===== src/include/mcu_decode_pkg.sv =====
// Shared types and constants for the instruction decode and execute core
package mcu_decode_pkg;

  // Instruction word layout
  localparam int WORD_W     = 14;
  localparam int PC_W       = 13;
  localparam int STACK_N    = 8;
  localparam logic [1:0] CLS_BYTE = 2'h0;
  localparam logic [1:0] CLS_BIT  = 2'h1;
  localparam logic [1:0] CLS_CTRL = 2'h2;
  localparam logic [1:0] CLS_LIT  = 2'h3;

  // Byte-class operation codes, word bits 11:8
  localparam logic [3:0] OP_MISC  = 4'h0;
  localparam logic [3:0] OP_CLR   = 4'h1;
  localparam logic [3:0] OP_SUB   = 4'h2;
  localparam logic [3:0] OP_DEC   = 4'h3;
  localparam logic [3:0] OP_IOR   = 4'h4;
  localparam logic [3:0] OP_AND   = 4'h5;
  localparam logic [3:0] OP_XOR   = 4'h6;
  localparam logic [3:0] OP_ADD   = 4'h7;
  localparam logic [3:0] OP_MOVE_FILE  = 4'h8;
  localparam logic [3:0] OP_COM   = 4'h9;
  localparam logic [3:0] OP_INC   = 4'hA;
  localparam logic [3:0] OP_DECSZ = 4'hB;
  localparam logic [3:0] OP_RRC   = 4'hC;
  localparam logic [3:0] OP_RLC   = 4'hD;
  localparam logic [3:0] OP_SWAP  = 4'hE;
  localparam logic [3:0] OP_INCSZ = 4'hF;

  // Misc group, word bits 6:0 with bit 7 clear
  localparam logic [6:0] MISC_RET   = 7'h08;
  localparam logic [6:0] MISC_RETIE = 7'h09;
  localparam logic [6:0] MISC_SLEEP = 7'h63;
  localparam logic [6:0] MISC_WDCLR = 7'h64;

  // Special file addresses
  localparam logic [6:0] TIMER_ZERO_ADDR = 7'h01;

  // Register map, byte addresses
  localparam logic [7:0] ADDR_CTRL  = 8'h00;
  localparam logic [7:0] ADDR_PAGE  = 8'h04;
  localparam logic [7:0] ADDR_STATE = 8'h08;
  localparam int CTRL_RUN_BIT = 0;
  localparam int CTRL_PRE_BIT = 1;
  localparam logic [1:0] RESP_OKAY   = 2'h0;
  localparam logic [1:0] RESP_SLVERR = 2'h2;

  typedef enum logic [1:0] {S_HALT, S_DECODE, S_EXECUTE, S_SLEEP} state_t;
  typedef enum logic [1:0] {FL_NONE, FL_SKIP, FL_HOLD} flush_t;

  // Data register file request group
  typedef struct packed {
    logic [6:0] addr;
    logic [7:0] wrData;
    logic       rdStrobe;
    logic       wrStrobe;
    logic       pinRead;
  } file_req_t;

  typedef struct packed {
    state_t st; flush_t flush; logic dummy;
    logic [WORD_W-1:0] instr; logic [PC_W-1:0] pc; logic [7:0] acc;
    logic carry, digit, zero, tof, pdf, global_irq_enable;
    logic [2:0] sp; logic [STACK_N-1:0][PC_W-1:0] stack;
    file_req_t file;
    logic wdClr, slp, preClr, runEn, preAssign; logic [4:0] page;
    logic awFull, wFull, awReady, wReady, bValid, arReady, rValid;
    logic [7:0] awAddr; logic [31:0] wData; logic [3:0] wStrb;
    logic [1:0] bResp, rResp; logic [31:0] rData;
  } core_state_t;

  localparam core_state_t CORE_RESET = '{st: S_HALT, flush: FL_NONE,
    tof: 1'b1, pdf: 1'b1, awReady: 1'b1, wReady: 1'b1, arReady: 1'b1,
    default: '0};

endpackage


===== src/logic/mcu_decode_core.sv =====
// Instruction decode and execute core with register access slave
// Behaviour
// - File operands are always read first, then modified and stored.
// - Destination bit clear sends result to accumulator, set to file.
// - File address is the low seven bits, range 00 to 7F.
// - Add and subtract accumulator with file update carry, digit, zero.
// - AND, OR, XOR, complement, inc, dec, move-file change zero only.
// - Inc/dec-skip write result; zero result skips next word; no flags.
// - Rotates go through carry, touching carry only; swap changes none.
// - Don't-care bits ignored; clear-acc and no-op decoded loosely.
// - Clear-file writes zero, clear-acc zeroes acc; both set zero.
// - Store-acc copies accumulator to file, flags untouched.
// - Bit class clears or sets one selected bit without flags.
// - Bit tests skip next word on clear or set, costing a cycle.
// - Literal OR and XOR write accumulator and change zero only.
// - Add and subtract literal set three flags; AND literal zero only.
// - Call pushes next address, loads 11-bit target plus page bits.
// - Branch loads 11-bit target plus page bits, two cycles.
// - Returns pop; literal return loads acc; interrupt return sets enable.
// - Watchdog clear pulses reset and sets timeout and power-down flags.
// - Standby takes one cycle and updates timeout and power-down flags.
// - Program counter change or true test costs a dummy second cycle.
// - Writing timer zero count clears its prescaler when assigned.
// - Self-modifying reads of port registers take pin levels.
//
// Added by the designer: the register offsets and the AXI4-Lite interface to the registers.
`timescale 1ns/1ps

module mcu_decode_core (
  // Clock and reset
  input  wire logic                              ref_clk,
  input  wire logic                              reset_n,
  // Register access slave
  input  wire logic [7:0]                        awaddr,
  input  wire logic                              awvalid,
  output      logic                              awready,
  input  wire logic [31:0]                       wdata,
  input  wire logic [3:0]                        wstrb,
  input  wire logic                              wvalid,
  output      logic                              wready,
  output      logic [1:0]                        bresp,
  output      logic                              bvalid,
  input  wire logic                              bready,
  input  wire logic [7:0]                        araddr,
  input  wire logic                              arvalid,
  output      logic                              arready,
  output      logic [31:0]                       rdata,
  output      logic [1:0]                        rresp,
  output      logic                              rvalid,
  input  wire logic                              rready,
  // Program memory
  output      logic [mcu_decode_pkg::PC_W-1:0]   progAddr,
  input  wire logic [mcu_decode_pkg::WORD_W-1:0] instrWord,
  // Data register file
  output      mcu_decode_pkg::file_req_t         fileReq,
  input  wire logic [7:0]                        fileRdData,
  // Side controls
  input  wire logic                              wakeEvent,
  output      logic                              watchdogClear,
  output      logic                              sleepEntered,
  output      logic                              timerPrescalerClear,
  output      logic                              globalIrqEnable
);
  import mcu_decode_pkg::*;

  core_state_t q;
  core_state_t n;

  // Adder giving {carry, digit carry, sum}; subtract passes ~b with cin set
  function automatic logic [9:0] add8(input logic [7:0] a,
                                      input logic [7:0] b,
                                      input logic       cin);
    logic [4:0] lo;
    logic [8:0] full;
    lo   = {1'b0, a[3:0]} + {1'b0, b[3:0]} + {4'h0, cin};
    full = {1'b0, a} + {1'b0, b} + {8'h00, cin};
    return {full[8], lo[4], full[7:0]};
  endfunction

  // Next-state logic: bus slave first, then the instruction sequencer
  always_comb begin
    logic [7:0]      res;
    logic [9:0]      alu;
    logic            toDest;
    logic            bitVal;
    logic [PC_W-1:0] pcInc;
    logic [2:0]      spDown;
    res    = 8'h00;
    alu    = 10'h000;
    toDest = 1'b0;
    bitVal = 1'b0;
    pcInc  = q.pc + 13'h0001;
    spDown = q.sp - 3'h1;
    n = q;
    n.file.rdStrobe = 1'b0;
    n.file.wrStrobe = 1'b0;
    n.file.pinRead  = 1'b0;
    n.wdClr  = 1'b0;
    n.slp    = 1'b0;
    n.preClr = 1'b0;

    // Write channels are taken in either order and held until both are in
    if (awvalid && q.awReady) begin
      n.awFull = 1'b1;
      n.awAddr = awaddr;
    end
    if (wvalid && q.wReady) begin
      n.wFull = 1'b1;
      n.wData = wdata;
      n.wStrb = wstrb;
    end
    if (bready && q.bValid) begin
      n.bValid = 1'b0;
    end
    if (q.awFull && q.wFull && !q.bValid) begin
      n.awFull = 1'b0;
      n.wFull  = 1'b0;
      n.bValid = 1'b1;
      n.bResp  = RESP_OKAY;
      unique case (q.awAddr)
        ADDR_CTRL: begin
          if (q.wStrb[0]) begin
            n.runEn     = q.wData[CTRL_RUN_BIT];
            n.preAssign = q.wData[CTRL_PRE_BIT];
          end
        end
        ADDR_PAGE: begin
          if (q.wStrb[0]) n.page = q.wData[4:0];
        end
        ADDR_STATE: ;
        default: n.bResp = RESP_SLVERR;
      endcase
    end
    n.awReady = !n.awFull;
    n.wReady  = !n.wFull;

    // Read channel; one read in flight at a time
    if (rready && q.rValid) begin
      n.rValid  = 1'b0;
      n.arReady = 1'b1;
    end
    if (arvalid && q.arReady) begin
      n.arReady = 1'b0;
      n.rValid  = 1'b1;
      n.rResp   = RESP_OKAY;
      unique case (araddr)
        ADDR_CTRL:  n.rData = {30'h0, q.preAssign, q.runEn};
        ADDR_PAGE:  n.rData = {27'h0, q.page};
        ADDR_STATE: n.rData = {3'h0, q.pc, 2'h0, q.global_irq_enable, q.pdf, q.tof,
                               q.zero, q.digit, q.carry, q.acc};
        default: begin
          n.rData = 32'h0;
          n.rResp = RESP_SLVERR;
        end
      endcase
    end

    // Instruction sequencer: decode phase reads, execute phase writes
    unique case (q.st)
      S_HALT: begin
        if (q.runEn) n.st = S_DECODE;
      end
      S_SLEEP: begin
        if (wakeEvent) n.st = S_DECODE;
      end
      S_DECODE: begin
        n.st = S_EXECUTE;
        n.dummy = (q.flush != FL_NONE);
        n.flush = FL_NONE;
        if (q.flush != FL_NONE) begin
          n.instr = 14'h0000;
          if (q.flush == FL_SKIP) n.pc = pcInc;
        end else begin
          n.instr     = instrWord;
          n.file.addr = instrWord[6:0];
          // Every file-naming word reads its operand first
          if (instrWord[13] == 1'b0 &&
              !(instrWord[13:8] == 6'h00 && !instrWord[7]) &&
              !(instrWord[13:8] == 6'h01 && !instrWord[7])) begin
            n.file.rdStrobe = 1'b1;
            n.file.pinRead  = 1'b1;
          end
        end
      end
      S_EXECUTE: begin
        n.st = q.runEn ? S_DECODE : S_HALT;
        if (!q.dummy) begin
          n.pc = pcInc;
          unique case (q.instr[13:12])
            CLS_BYTE: begin
              unique case (q.instr[11:8])
                OP_MISC: begin
                  if (q.instr[7]) begin
                    n.file.wrStrobe = 1'b1;
                    n.file.wrData   = q.acc;
                  end else if (q.instr[6:0] == MISC_RET ||
                               q.instr[6:0] == MISC_RETIE) begin
                    n.pc    = q.stack[spDown];
                    n.sp    = spDown;
                    n.flush = FL_HOLD;
                    if (q.instr[0]) n.global_irq_enable = 1'b1;
                  end else if (q.instr[6:0] == MISC_SLEEP) begin
                    n.tof = 1'b1;
                    n.pdf = 1'b0;
                    n.slp = 1'b1;
                    n.st  = S_SLEEP;
                  end else if (q.instr[6:0] == MISC_WDCLR) begin
                    n.wdClr = 1'b1;
                    n.tof   = 1'b1;
                    n.pdf   = 1'b1;
                  end
                  // Anything else here, no-op included, does nothing
                end
                OP_CLR: begin
                  n.zero = 1'b1;
                  if (q.instr[7]) begin
                    n.file.wrStrobe = 1'b1;
                    n.file.wrData   = 8'h00;
                  end else begin
                    n.acc = 8'h00;
                  end
                end
                OP_SUB, OP_ADD: begin
                  alu = (q.instr[11:8] == OP_ADD) ?
                        add8(fileRdData, q.acc, 1'b0) :
                        add8(fileRdData, ~q.acc, 1'b1);
                  res     = alu[7:0];
                  n.carry = alu[9];
                  n.digit = alu[8];
                  n.zero  = (res == 8'h00);
                  toDest  = 1'b1;
                end
                OP_DEC, OP_IOR, OP_AND, OP_XOR, OP_MOVE_FILE, OP_COM, OP_INC:
                begin
                  unique case (q.instr[11:8])
                    OP_DEC:  res = fileRdData - 8'h01;
                    OP_IOR:  res = fileRdData | q.acc;
                    OP_AND:  res = fileRdData & q.acc;
                    OP_XOR:  res = fileRdData ^ q.acc;
                    OP_MOVE_FILE: res = fileRdData;
                    OP_COM:  res = ~fileRdData;
                    default: res = fileRdData + 8'h01;
                  endcase
                  n.zero = (res == 8'h00);
                  toDest = 1'b1;
                end
                OP_DECSZ, OP_INCSZ: begin
                  res = (q.instr[11:8] == OP_INCSZ) ?
                        fileRdData + 8'h01 : fileRdData - 8'h01;
                  toDest = 1'b1;
                  if (res == 8'h00) n.flush = FL_SKIP;
                end
                OP_RRC: begin
                  res     = {q.carry, fileRdData[7:1]};
                  n.carry = fileRdData[0];
                  toDest  = 1'b1;
                end
                OP_RLC: begin
                  res     = {fileRdData[6:0], q.carry};
                  n.carry = fileRdData[7];
                  toDest  = 1'b1;
                end
                OP_SWAP: begin
                  res    = {fileRdData[3:0], fileRdData[7:4]};
                  toDest = 1'b1;
                end
              endcase
            end
            CLS_BIT: begin
              bitVal = fileRdData[q.instr[9:7]];
              res    = fileRdData;
              res[q.instr[9:7]] = q.instr[10];
              if (!q.instr[11]) begin
                n.file.wrStrobe = 1'b1;
                n.file.wrData   = res;
              end else if (bitVal == q.instr[10]) begin
                n.flush = FL_SKIP;
              end
            end
            CLS_CTRL: begin
              if (!q.instr[11]) begin
                n.stack[q.sp] = pcInc;
                n.sp          = q.sp + 3'h1;
              end
              n.pc    = {q.page[4:3], q.instr[10:0]};
              n.flush = FL_HOLD;
            end
            CLS_LIT: begin
              unique case (q.instr[11:10])
                2'h0: n.acc = q.instr[7:0];
                2'h1: begin
                  n.acc   = q.instr[7:0];
                  n.pc    = q.stack[spDown];
                  n.sp    = spDown;
                  n.flush = FL_HOLD;
                end
                2'h2: begin
                  unique case (q.instr[9:8])
                    2'h0: res = q.acc | q.instr[7:0];
                    2'h1: res = q.acc & q.instr[7:0];
                    2'h2: res = q.acc ^ q.instr[7:0];
                    default: res = q.acc;
                  endcase
                  if (q.instr[9:8] != 2'h3) begin
                    n.acc  = res;
                    n.zero = (res == 8'h00);
                  end
                end
                2'h3: begin
                  alu = q.instr[9] ? add8(q.instr[7:0], q.acc, 1'b0) :
                        add8(q.instr[7:0], ~q.acc, 1'b1);
                  n.acc   = alu[7:0];
                  n.carry = alu[9];
                  n.digit = alu[8];
                  n.zero  = (alu[7:0] == 8'h00);
                end
              endcase
            end
          endcase
          // Result routing by destination select
          if (toDest) begin
            if (q.instr[7]) begin
              n.file.wrStrobe = 1'b1;
              n.file.wrData   = res;
            end else begin
              n.acc = res;
            end
          end
          // Timer zero writes also reset its prescaler when it owns it
          if (n.file.wrStrobe && q.file.addr == TIMER_ZERO_ADDR &&
              q.preAssign) begin
            n.preClr = 1'b1;
          end
        end
      end
    endcase
  end

  // State register
  always_ff @(posedge ref_clk or negedge reset_n) begin
    if (!reset_n) begin
      q <= CORE_RESET;
    end else begin
      q <= n;
    end
  end

  // Outputs straight from the state register
  assign awready             = q.awReady;
  assign wready              = q.wReady;
  assign bvalid              = q.bValid;
  assign bresp               = q.bResp;
  assign arready             = q.arReady;
  assign rvalid              = q.rValid;
  assign rdata               = q.rData;
  assign rresp               = q.rResp;
  assign progAddr            = q.pc;
  assign fileReq             = q.file;
  assign watchdogClear       = q.wdClr;
  assign sleepEntered        = q.slp;
  assign timerPrescalerClear = q.preClr;
  assign globalIrqEnable     = q.global_irq_enable;

  // Checks on the sequencer
  logic execNow;
  assign execNow = (q.st == S_EXECUTE) && !q.dummy;
endmodule


===== config.mk =====
export PLATFORM = sky130hd
export DESIGN_NAME = mcu_decode_core
export DESIGN_NICKNAME = d
export VERILOG_FILES = /design/src/include/mcu_decode_pkg.sv /design/src/logic/mcu_decode_core.sv
export SDC_FILE = /design/constraint.sdc
export NUM_CORES = 1
export LEC_CHECK = 0
export BUFFER_PORTS_ARGS = -buffer_cell sky130_fd_sc_hd__buf_2
export CAP_MARGIN = 25
export CORE_MARGIN = 4
export CORE_UTILIZATION = 40
export CTS_CLUSTER_DIAMETER = 30
export DETAILED_ROUTE_END_ITERATION = 6
export SLEW_MARGIN = 10
export SYNTH_ARGS = -nofsm -noshare
export SYNTH_HDL_FRONTEND = slang
export SYNTH_SLANG_ARGS = --single-unit

===== constraint.sdc =====
create_clock -name ref_clk -period 3.7 [get_ports ref_clk]
set_input_delay 0 -clock ref_clk [delete_from_list [all_inputs] [get_ports ref_clk]]
set_output_delay 0 -clock ref_clk [all_outputs]
set_load 0.05 [all_outputs]

# Word level (Yosys, flattened, before mapping)
# Index checks and enable logic that the tools add are counted.
[word_totals]
output_inout_bits = 76
in_bits = 82
ff_bits = 237
wordCells = 329
[classes]
n_lt_le_gt_ge = 5
n_eq_ne = 62
reduce_logical = 64
add_sub_neg = 17
n_mux = 123
n_bitwise = 14
[ops]
columns = ["operator", "n"]
rows = [
  ["$mux 8", 20],
  ["$mux 134", 1],
  ["$mux 107", 1],
  ["$bwmux 104", 1],
  ["$mux 104", 1],
  ["$mux 13", 8],
  ["$pmux 8 s6", 2],
  ["$pmux 29 s3", 1],
  ["$pmux 8 s3", 3],
  ["$logic_not 8->1", 7],
  ["$mux 2", 24],
  ["$bmux 13 s3", 1],
  ["$demux 13 s3", 1],
  ["$pmux 13 s3", 1],
  ["$add 8x8->9", 4],
  ["$eq 4x4->1 const B", 8],
  ["$pmux 8 s2", 2],
  ["$mux 1", 30],
  ["$pmux 13 s2", 1],
  ["$pmux 11 s2", 1],
  ["$add 4x4->5", 4],
  ["$mux 10", 2],
  ["$add 9x1->9 const B", 2],
  ["$ne 2x2->1 const B", 9],
  ["other kinds (64)", 150],
]

# Longest topological paths before layout
# Gate-level depths: netlist (run 1).
[logic_depth]
depth_word = 14
ltp_mapped = 13
depth_no_buf = 12

# Least setup slack after synthesis (run 1)
# No wires, ideal clock.
[synth_timing]
kind = "register to register"
startpoint = "reg q[219] (netlist bit)"
endpoint = "reg q, in the netlist progAddr[5]"
setup_time_ps = 121
n_path_buf = 4
arrival_ps = 2813
synth_period_minus_slack_ps = 2934
required_time_ps = 3579
path_slack_ps = 766
path_stages_with_launch = 13
path_cell_list = "dfrtp_1 -> buf_2 -> buf_2 -> inv_1 -> ha_1 -> clkbuf_1 -> clkbuf_1 -> mux4_2 -> mux2i_1 -> o22ai_1 -> nand2_1 -> o41ai_1 -> a22o_1"
[synth_between]
elab_chain_len = 9
elab_cells_between_ends = 10
cone_classes = "add/sub (1); mux (9)"
[synth_lines]
columns = ["element", "line_no", "text"]
rows = [
  ["start: declaration", "mcu_decode_core.sv:66", "core_state_t q;"],
  ["start signal: assignment", "mcu_decode_core.sv:344", "q <= n;"],
  ["$sub 3x1->3 *", "mcu_decode_core.sv:93", "spDown = q.sp - 3'h1;"],
  ["$bmux 13 s3 *", "mcu_decode_core.sv:198, mcu_decode_core.sv:293", ""],
  ["$mux 13 (not written as such) *", "mcu_decode_core.sv:198, mcu_decode_core.sv:293", ""],
  ["$mux 13", "mcu_decode_core.sv:196", "end else if (q.instr[6:0] == MISC_RET ||"],
  ["$mux 13", "mcu_decode_core.sv:193", "if (q.instr[7]) begin"],
  ["$mux 13", "mcu_decode_core.sv:191", "unique case (q.instr[11:8])"],
  ["$pmux 13 s3 *", "mcu_decode_core.sv:189", "unique case (q.instr[13:12])"],
  ["$mux 134 *", "mcu_decode_core.sv:187", "if (!q.dummy) begin"],
  ["$pmux 13 s2 *", "mcu_decode_core.sv:159", "unique case (q.st)"],
]
# Every way passes the cells marked *; elsewhere a longest branch is shown, timed or not. The select of a mux whose other input is x is not followed.
# A chain may end at the register's enable or synchronous reset.

# Worst setup path after layout (run 1)
[layout_timing]
startpoint = "reg q[228] (netlist bit)"
endpoint = "reg q[225] (netlist bit)"
[layout_between]
elab_chain_len = 10
elab_cells_between_ends = 33
cone_classes = "add/sub (6); mux (16); bitwise (7); reduce/logical (4)"
[layout_lines]
columns = ["element", "line_no"]
rows = [
  ["parallel branches: the longest is 9 deep, another holds $add 8x8->9", "-"],
  ["$pmux 11 s2 *", "mcu_decode_core.sv:189"],
]
# Every way passes the cells marked *. The select of a mux whose other input is x is not followed.

==> results of run 1 <==
==> routing by layer <==
layer	global-route usage, %	wire length (um)	vias up
li1	-	-	5995
met1	30.97	20490	6459
met2	38.95	23310	563
met3	5.882	3700	122
met4	9.833	2001	2
met5	0	18	-
==> per-stage QoR <==
stage | power (mW) | util [%] | std cells
2_1_floorplan | 9.453 | - | 1618
3_3_place_gp | 11.60 | 42.75 | 2095
3_5_place_dp | 11.68 | 42.75 | 2095
4_1_cts | 16.76 | 49.25 | 2237
5_1_grt | 17.72 | 49.25 | 2237
6_report | 16.78 | 49.25 | 2237
==> cell usage in the layout (no fill, tap or decap), types with 11 or more instances in the layout <==
cell           instances
clkbuf_8              11
buf_4                 60
dlygate4sd3_1         46
nand3_1               36
nor3_1                25
ha_1                  63
mux2i_1               35
mux4_2                37
xnor2_1               28
o21ai_1               15
nand2_1              166
o22ai_1               17
a221o_1               13
nor2b_1               17
o21ai_0              117
a211oi_1              14
inv_1                 74
a21o_1                11
nor2_1               127
a22oi_1               15
a22o_1                24
nor4_1                12
mux2_2                29
dfrtp_1              222
clkbuf_16             54
o211ai_1              11
a21oi_1              117
buf_2                119
==> logic make-up (layout without fill, tap and decap cells) <==
| logic type | count (synthesis) | in the layout | share of synthesized area, % |
|---|---|---|---|
| buffers and inverters | 252 | 403 | 8.418 |
| other | 1 | 7 | 0.02513 |
| xor gates and xnor gates | 38 | 38 | 2.230 |
| DFF | 229 | 229 | 38.43 |
| adders and majority gates | 67 | 67 | 5.819 |
| muxes | 103 | 103 | 10.27 |
| and+or+nand+nor | 465 | 465 | 14.92 |
| AOI/OAI and AO/OA | 457 | 457 | 19.89 |
==> cell type report <==
class,instances,area (um2),share of cell area [%]
multi-input cells,1137,7981,44.16
flip-flops and latches,229,5739,31.75
repair buffers,227,1541,8.529
clock buffers,71,1525,8.439
well taps,468,585.6,3.240
clock inverters,25,400.4,2.215
inverters,80,300.3,1.661
==> power by group <==
group          internal [mW]  total (mW)  switching [mW]
Sequential              3.15        3.80           0.655
Clock                   3.39        4.92            1.54
Combinational           2.82        8.06            5.24
Total                   9.36        16.8            7.43
==> worst reg2reg max path: cells and delay by family, from the launching register on <==
family                     cells  cell delay (ns)
and+or+nand+nor                1             0.53
adders and majority gates      2             0.72
xor gates and xnor gates       1             0.10
buffers and inverters          1             0.19
DFF                            1             0.37
AOI/OAI and AO/OA              5             1.29
==> final timing paths <==
check | slack [ns] | depth (start not counted) | end
worst max-delay path | 0.44 | 10 | q[225]
worst min-delay path | 0.04 | 2 | rdata[8]
worst max register to register | 0.44 | 10 | q[225]
worst min register to register | 0.47 | 2 | register
max in group asynchronous | 2.44 | 3 | asynchronous set/reset pin
min in group ref_clk | 0.04 | 3 | q[74]
==> flow_summary_export.csv, run 1 <==
group,metric,value,unit
yosys,netlist_top_cells_count,"dfrtp_1 (225), nand2_1 (166), nor2_1 (127)",
placed_design,hpwl,35090,um
critical_path,crit_required,4.22,ns
critical_path,critPathArrivalTime,3.78,ns
critical_path,critical_path_buf_inv_count,1,
final_layout,num_antenna_cells,0,
timing,final-setup-viol-count,0,
route,wl,49520,um
critical_path,cp-start-kind,"register",
placed_design,gp_congestion,1.015,
grt,antenna_found_initial,1,
final_layout,fin_nets,1878,
yosys,synth_area_leaders,"dfrtp_1 (38%), mux4_2 (5.6%), ha_1 (5.3%)",
min_path,worstHoldPathType,"input port to asynchronous set/reset pin",
final_layout,syn_to_final_growth,21.11,%
final_layout,drive_gt1_share,20.52,%
floorplan,start_util,40.66,%
final_layout,fillerInstances,3399,
timing,setup_ws,0.4378,ns
grt,grt_pass1_wl,77260,um
yosys,synth_edf_count,0,
route,drcViolationCount,0,
critical_path,path_delay_family,"compound AO/OA/AOI/OAI gates",
clock_tree,ctsResizeCount,0,
yosys,netlist_area,14920,um2
critical_path,slowest_delay,0.55,ns
placed_design,post-place-ws,0.5005,ns
floorplan,die_x,201.2,um
run_status,outcome,"completed",
floorplan,core.rowCount,70,
placed_design,io_buffers,120,
final_layout,fin_area,18070,um2
grt,track_usage,24.02,%
critical_path,timing.rr.start,"q[228]",
yosys,yosysSeqAreaShare,38.43,%
timing,min_period,3.262,ns
timing,relSlewSlack,16.68,%
grt,gr-total-overflow,0,
timing,rsz0062_at_grt,"false",
placed_design,placed_area,15690,um2
grt,grt_pass1_vias,13190,
critical_path,crit_type,"register to register",
clock_tree,clk_latency,0.60,ns
floorplan,dieArea,40460,um2
route,wl_per_cell,22.14,um
clock_tree,cts_tree,"yes",
clock_tree,cts_sinks,229,
yosys,avgSynthCellArea,9.257,um2
timing,max_clock_freq,0.3065,GHz
clock_tree,cts_inserted_buffers,54,
route,drt_iter0_markers,1339,
yosys,synthFlopType,"dfrtp_1",
pwr,powerDensity,928.7,nW/um2
route,first_pass_iters,5,
timing,final-hold-violation-count,0,
critical_path,endpoint_kind,"register",
critical_path,cp_max_fo,8,
clock_tree,cts-root-buf,"clkbuf_16",
floorplan,boundaryPins,158,
timing,clock_skew,0.03063,ns
yosys,yosys_register_bits,229,
run,maxCapViolCount,0,
clock_tree,postCtsSetupRepairBufs,0,
critical_path,slowest_stage,"a2111oi_0",
yosys,yosysTopAreaCell,"dfrtp_1",
yosys,yosysMostFrequentCell,"dfrtp_1",
yosys,yosys.cell_types.count,86,
grt,grt_max_degree,111,
timing,fin_tns_setup,0,ns
clock_tree,cts_max_level,2,
route,dr_total_vias,13140,
timing,worstMarginPinSlew,1.250,ns
yosys,netlist_instances,1612,
clock_tree,clk_pin_slew,0.04,ns
floorplan,die_y,201.2,um
timing,maxSlewViolCount,0,
floorplan,coreArea,36700,um2
yosys,yosys_warnings,0,
clock_tree,clk_path_buf_depth,3,
pwr,leakage,8.153,nW
yosys,synth_top_area_share,37.73,%
pwr,peakVddDrop,0.4982,mV
timing,holdWs,0.03587,ns
clock_tree,cts_hold_buf,46,
yosys,async_flop_share,100.0,%
critical_path,cp-startpoint,"q[228]",
route,final_antenna_net_count,0,
critical_path,cp_cell_sequence,"buf_4 > ha_1 > fa_1 > a21oi_1 > o211ai_1 > o21ai_1 > xnor2_1 > or4b_1 > a2111oi_0 > o32a_1",
timing,period_share,88.17,%
route,viasPerCell,5.874,
No activity file was read; power rests on OpenSTA's default activity.
==> inputs of run 2 (changes only) <==
==> constraint.sdc (replaced) <==
create_clock -name ref_clk -period 3.7 [get_ports ref_clk]
set_input_delay 0.555 -clock ref_clk [delete_from_list [all_inputs] [get_ports ref_clk]]
set_output_delay 0.555 -clock ref_clk [all_outputs]
set_load 0.05 [all_outputs]
==> flow_summary_export.csv, run 2 (synthesis gave the netlist of run 1 again) <==
group,metric,value,unit
route,wl,49540,um
clock_tree,cts_inserted_buffers,59,
floorplan,dieArea,40460,um2
route,wl_per_cell,22.35,um
placed_design,io_buffers,120,
clock_tree,cts_tree,"yes",
route,final_antenna_net_count,0,
grt,track_usage,23.91,%
grt,grt_pass1_wl,77180,um
floorplan,start_util,40.66,%
floorplan,coreArea,36700,um2
final_layout,fin_nets,1847,
critical_path,cp_max_fo,6,
route,drcViolationCount,10,
pwr,leakage,8.131,nW
critical_path,cp-start-kind,"register",
timing,rsz0062_at_grt,"false",
timing,fin_tns_setup,0,ns
clock_tree,postCtsSetupRepairBufs,0,
pwr,peakVddDrop,0.4555,mV
clock_tree,clk_pin_slew,0.04,ns
floorplan,die_y,201.2,um
critical_path,critPathArrivalTime,3.77,ns
grt,gr-total-overflow,0,
route,drt_iter0_markers,1316,
route,viasPerCell,5.870,
clock_tree,cts_max_level,2,
final_layout,mostFrequentLayoutCells,"dfrtp_1 (222), nand2_1 (166), nor2_1 (127), buf_2 (119)",
critical_path,crit_required,4.23,ns
timing,period_share,87.43,%
final_layout,fin_cells,2217,
min_path,worstHoldPathType,"input port to register",
floorplan,core.rowCount,70,
critical_path,endpoint_kind,"register",
timing,final-setup-viol-count,0,
timing,max_clock_freq,0.3091,GHz
timing,holdWs,0.1366,ns
placed_design,hpwl,35400,um
timing,final-hold-violation-count,0,
grt,grt_max_degree,89,
timing,maxSlewViolCount,0,
placed_design,placed_cells,2104,
final_layout,drive_gt1_share,22.37,%
floorplan,boundaryPins,158,
run,maxCapViolCount,0,
final_layout,final_common_cell,"dfrtp_1",
clock_tree,clk_path_buf_depth,3,
placed_design,gp_congestion,0.9870,
route,first_pass_iters,7,
grt,antenna_found_initial,2,
run_status,outcome,"complete, but fails checks",
grt,grt_pass1_vias,13110,
final_layout,syn_to_final_growth,20.72,%
timing,relSlewSlack,22.16,%
clock_tree,cts-root-buf,"clkbuf_16",
clock_tree,ctsResizeCount,0,
route,dr_total_vias,13010,
run_status,failed_checks,"design-rule violations",
timing,worstMarginPinSlew,1.168,ns
clock_tree,cts_sinks,229,
clock_tree,clk_latency,0.60,ns
pwr,powerDensity,972.3,nW/um2
floorplan,die_x,201.2,um
timing,clock_skew,0.01551,ns
timing,min_period,3.235,ns
critical_path,crit_type,"register to register",
==> run 2: changes by cell type in the layout (fill, tap and decap cells not counted), sizes merged <==
cell / previous run / this run
buf: 181 / 190
bufinv: 7 / 13
diode: 0 / 1
clkbuf: 71 / 70
inv: 85 / 79
clkinv: 10 / 18
clkinvlp: 3 / 11
dlygate4sd3: 46 / 1
==> run 2: what timing repair did <==
action	4_1_cts	5_1_grt
hold buffers	1	0
endpoints found under the setup margin	0	0
hold endpoints to repair	6	0
==> run 2: metrics by stage <==
stage          instance area [um2]  setup WS, ns  utilization, %  total power, mW
2_1_floorplan                14950        0.4571               -            9.453
3_3_place_gp                 15770        0.3163           42.97            11.63
3_5_place_dp                 15770        0.3275           42.97            11.72
4_1_cts                      18010        0.4784           49.08            17.47
5_1_grt                      18010        0.2400           49.08            18.45
6_report                     18010        0.4651           49.09            17.52
==> run 2: layout make-up <==
class	instances	area [um2]
Sequential cell	229	5739
Multi-Input combinational cell	1137	7981
Antenna cell	1	2.502
Clock inverter	41	626.9
Inverter	80	300.3
Tap cell	468	585.6
Fill cell	3397	18680
Clock buffer	70	1608
Timing Repair Buffer	191	1171
==> run 2: per-layer routing <==
layer	routed length [um]	GRT usage [%]
met4	1702	9.390
met5	0	0
met1	20540	31.68
met2	23560	39.02
met3	3745	4.448
==> run 2: power by group <==
group	switching, mW	internal, mW
Clock	1.66	3.99
Sequential	0.648	3.15
Combinational	5.25	2.81
Total	7.56	9.95
==> run 2: critical path: stages, from the launching register on <==
cell	delay, ns
dfrtp_1	0.37
inv_1	0.39
ha_1	0.40
a21oi_1	0.27
o211ai_1	0.16
o21ai_0	0.17
a21oi_1	0.10
or4_1	0.57
a2111oi_0	0.52
o32a_1	0.21
==> run 2: path summary, 6_finish.rpt <==
path | from | end | slack [ns] | cells after the start
min reg2reg | q[86] | awready | 0.47 | 1
min | bready | bvalid | 0.14 | 2
max | q[229] | q[225] | 0.47 | 9
max in group asynchronous | reset_n | awready | 2.19 | 3
max reg2reg | q[229] | q[225] | 0.47 | 9
min in group asynchronous | reset_n | rdata[10] | 0.58 | 2
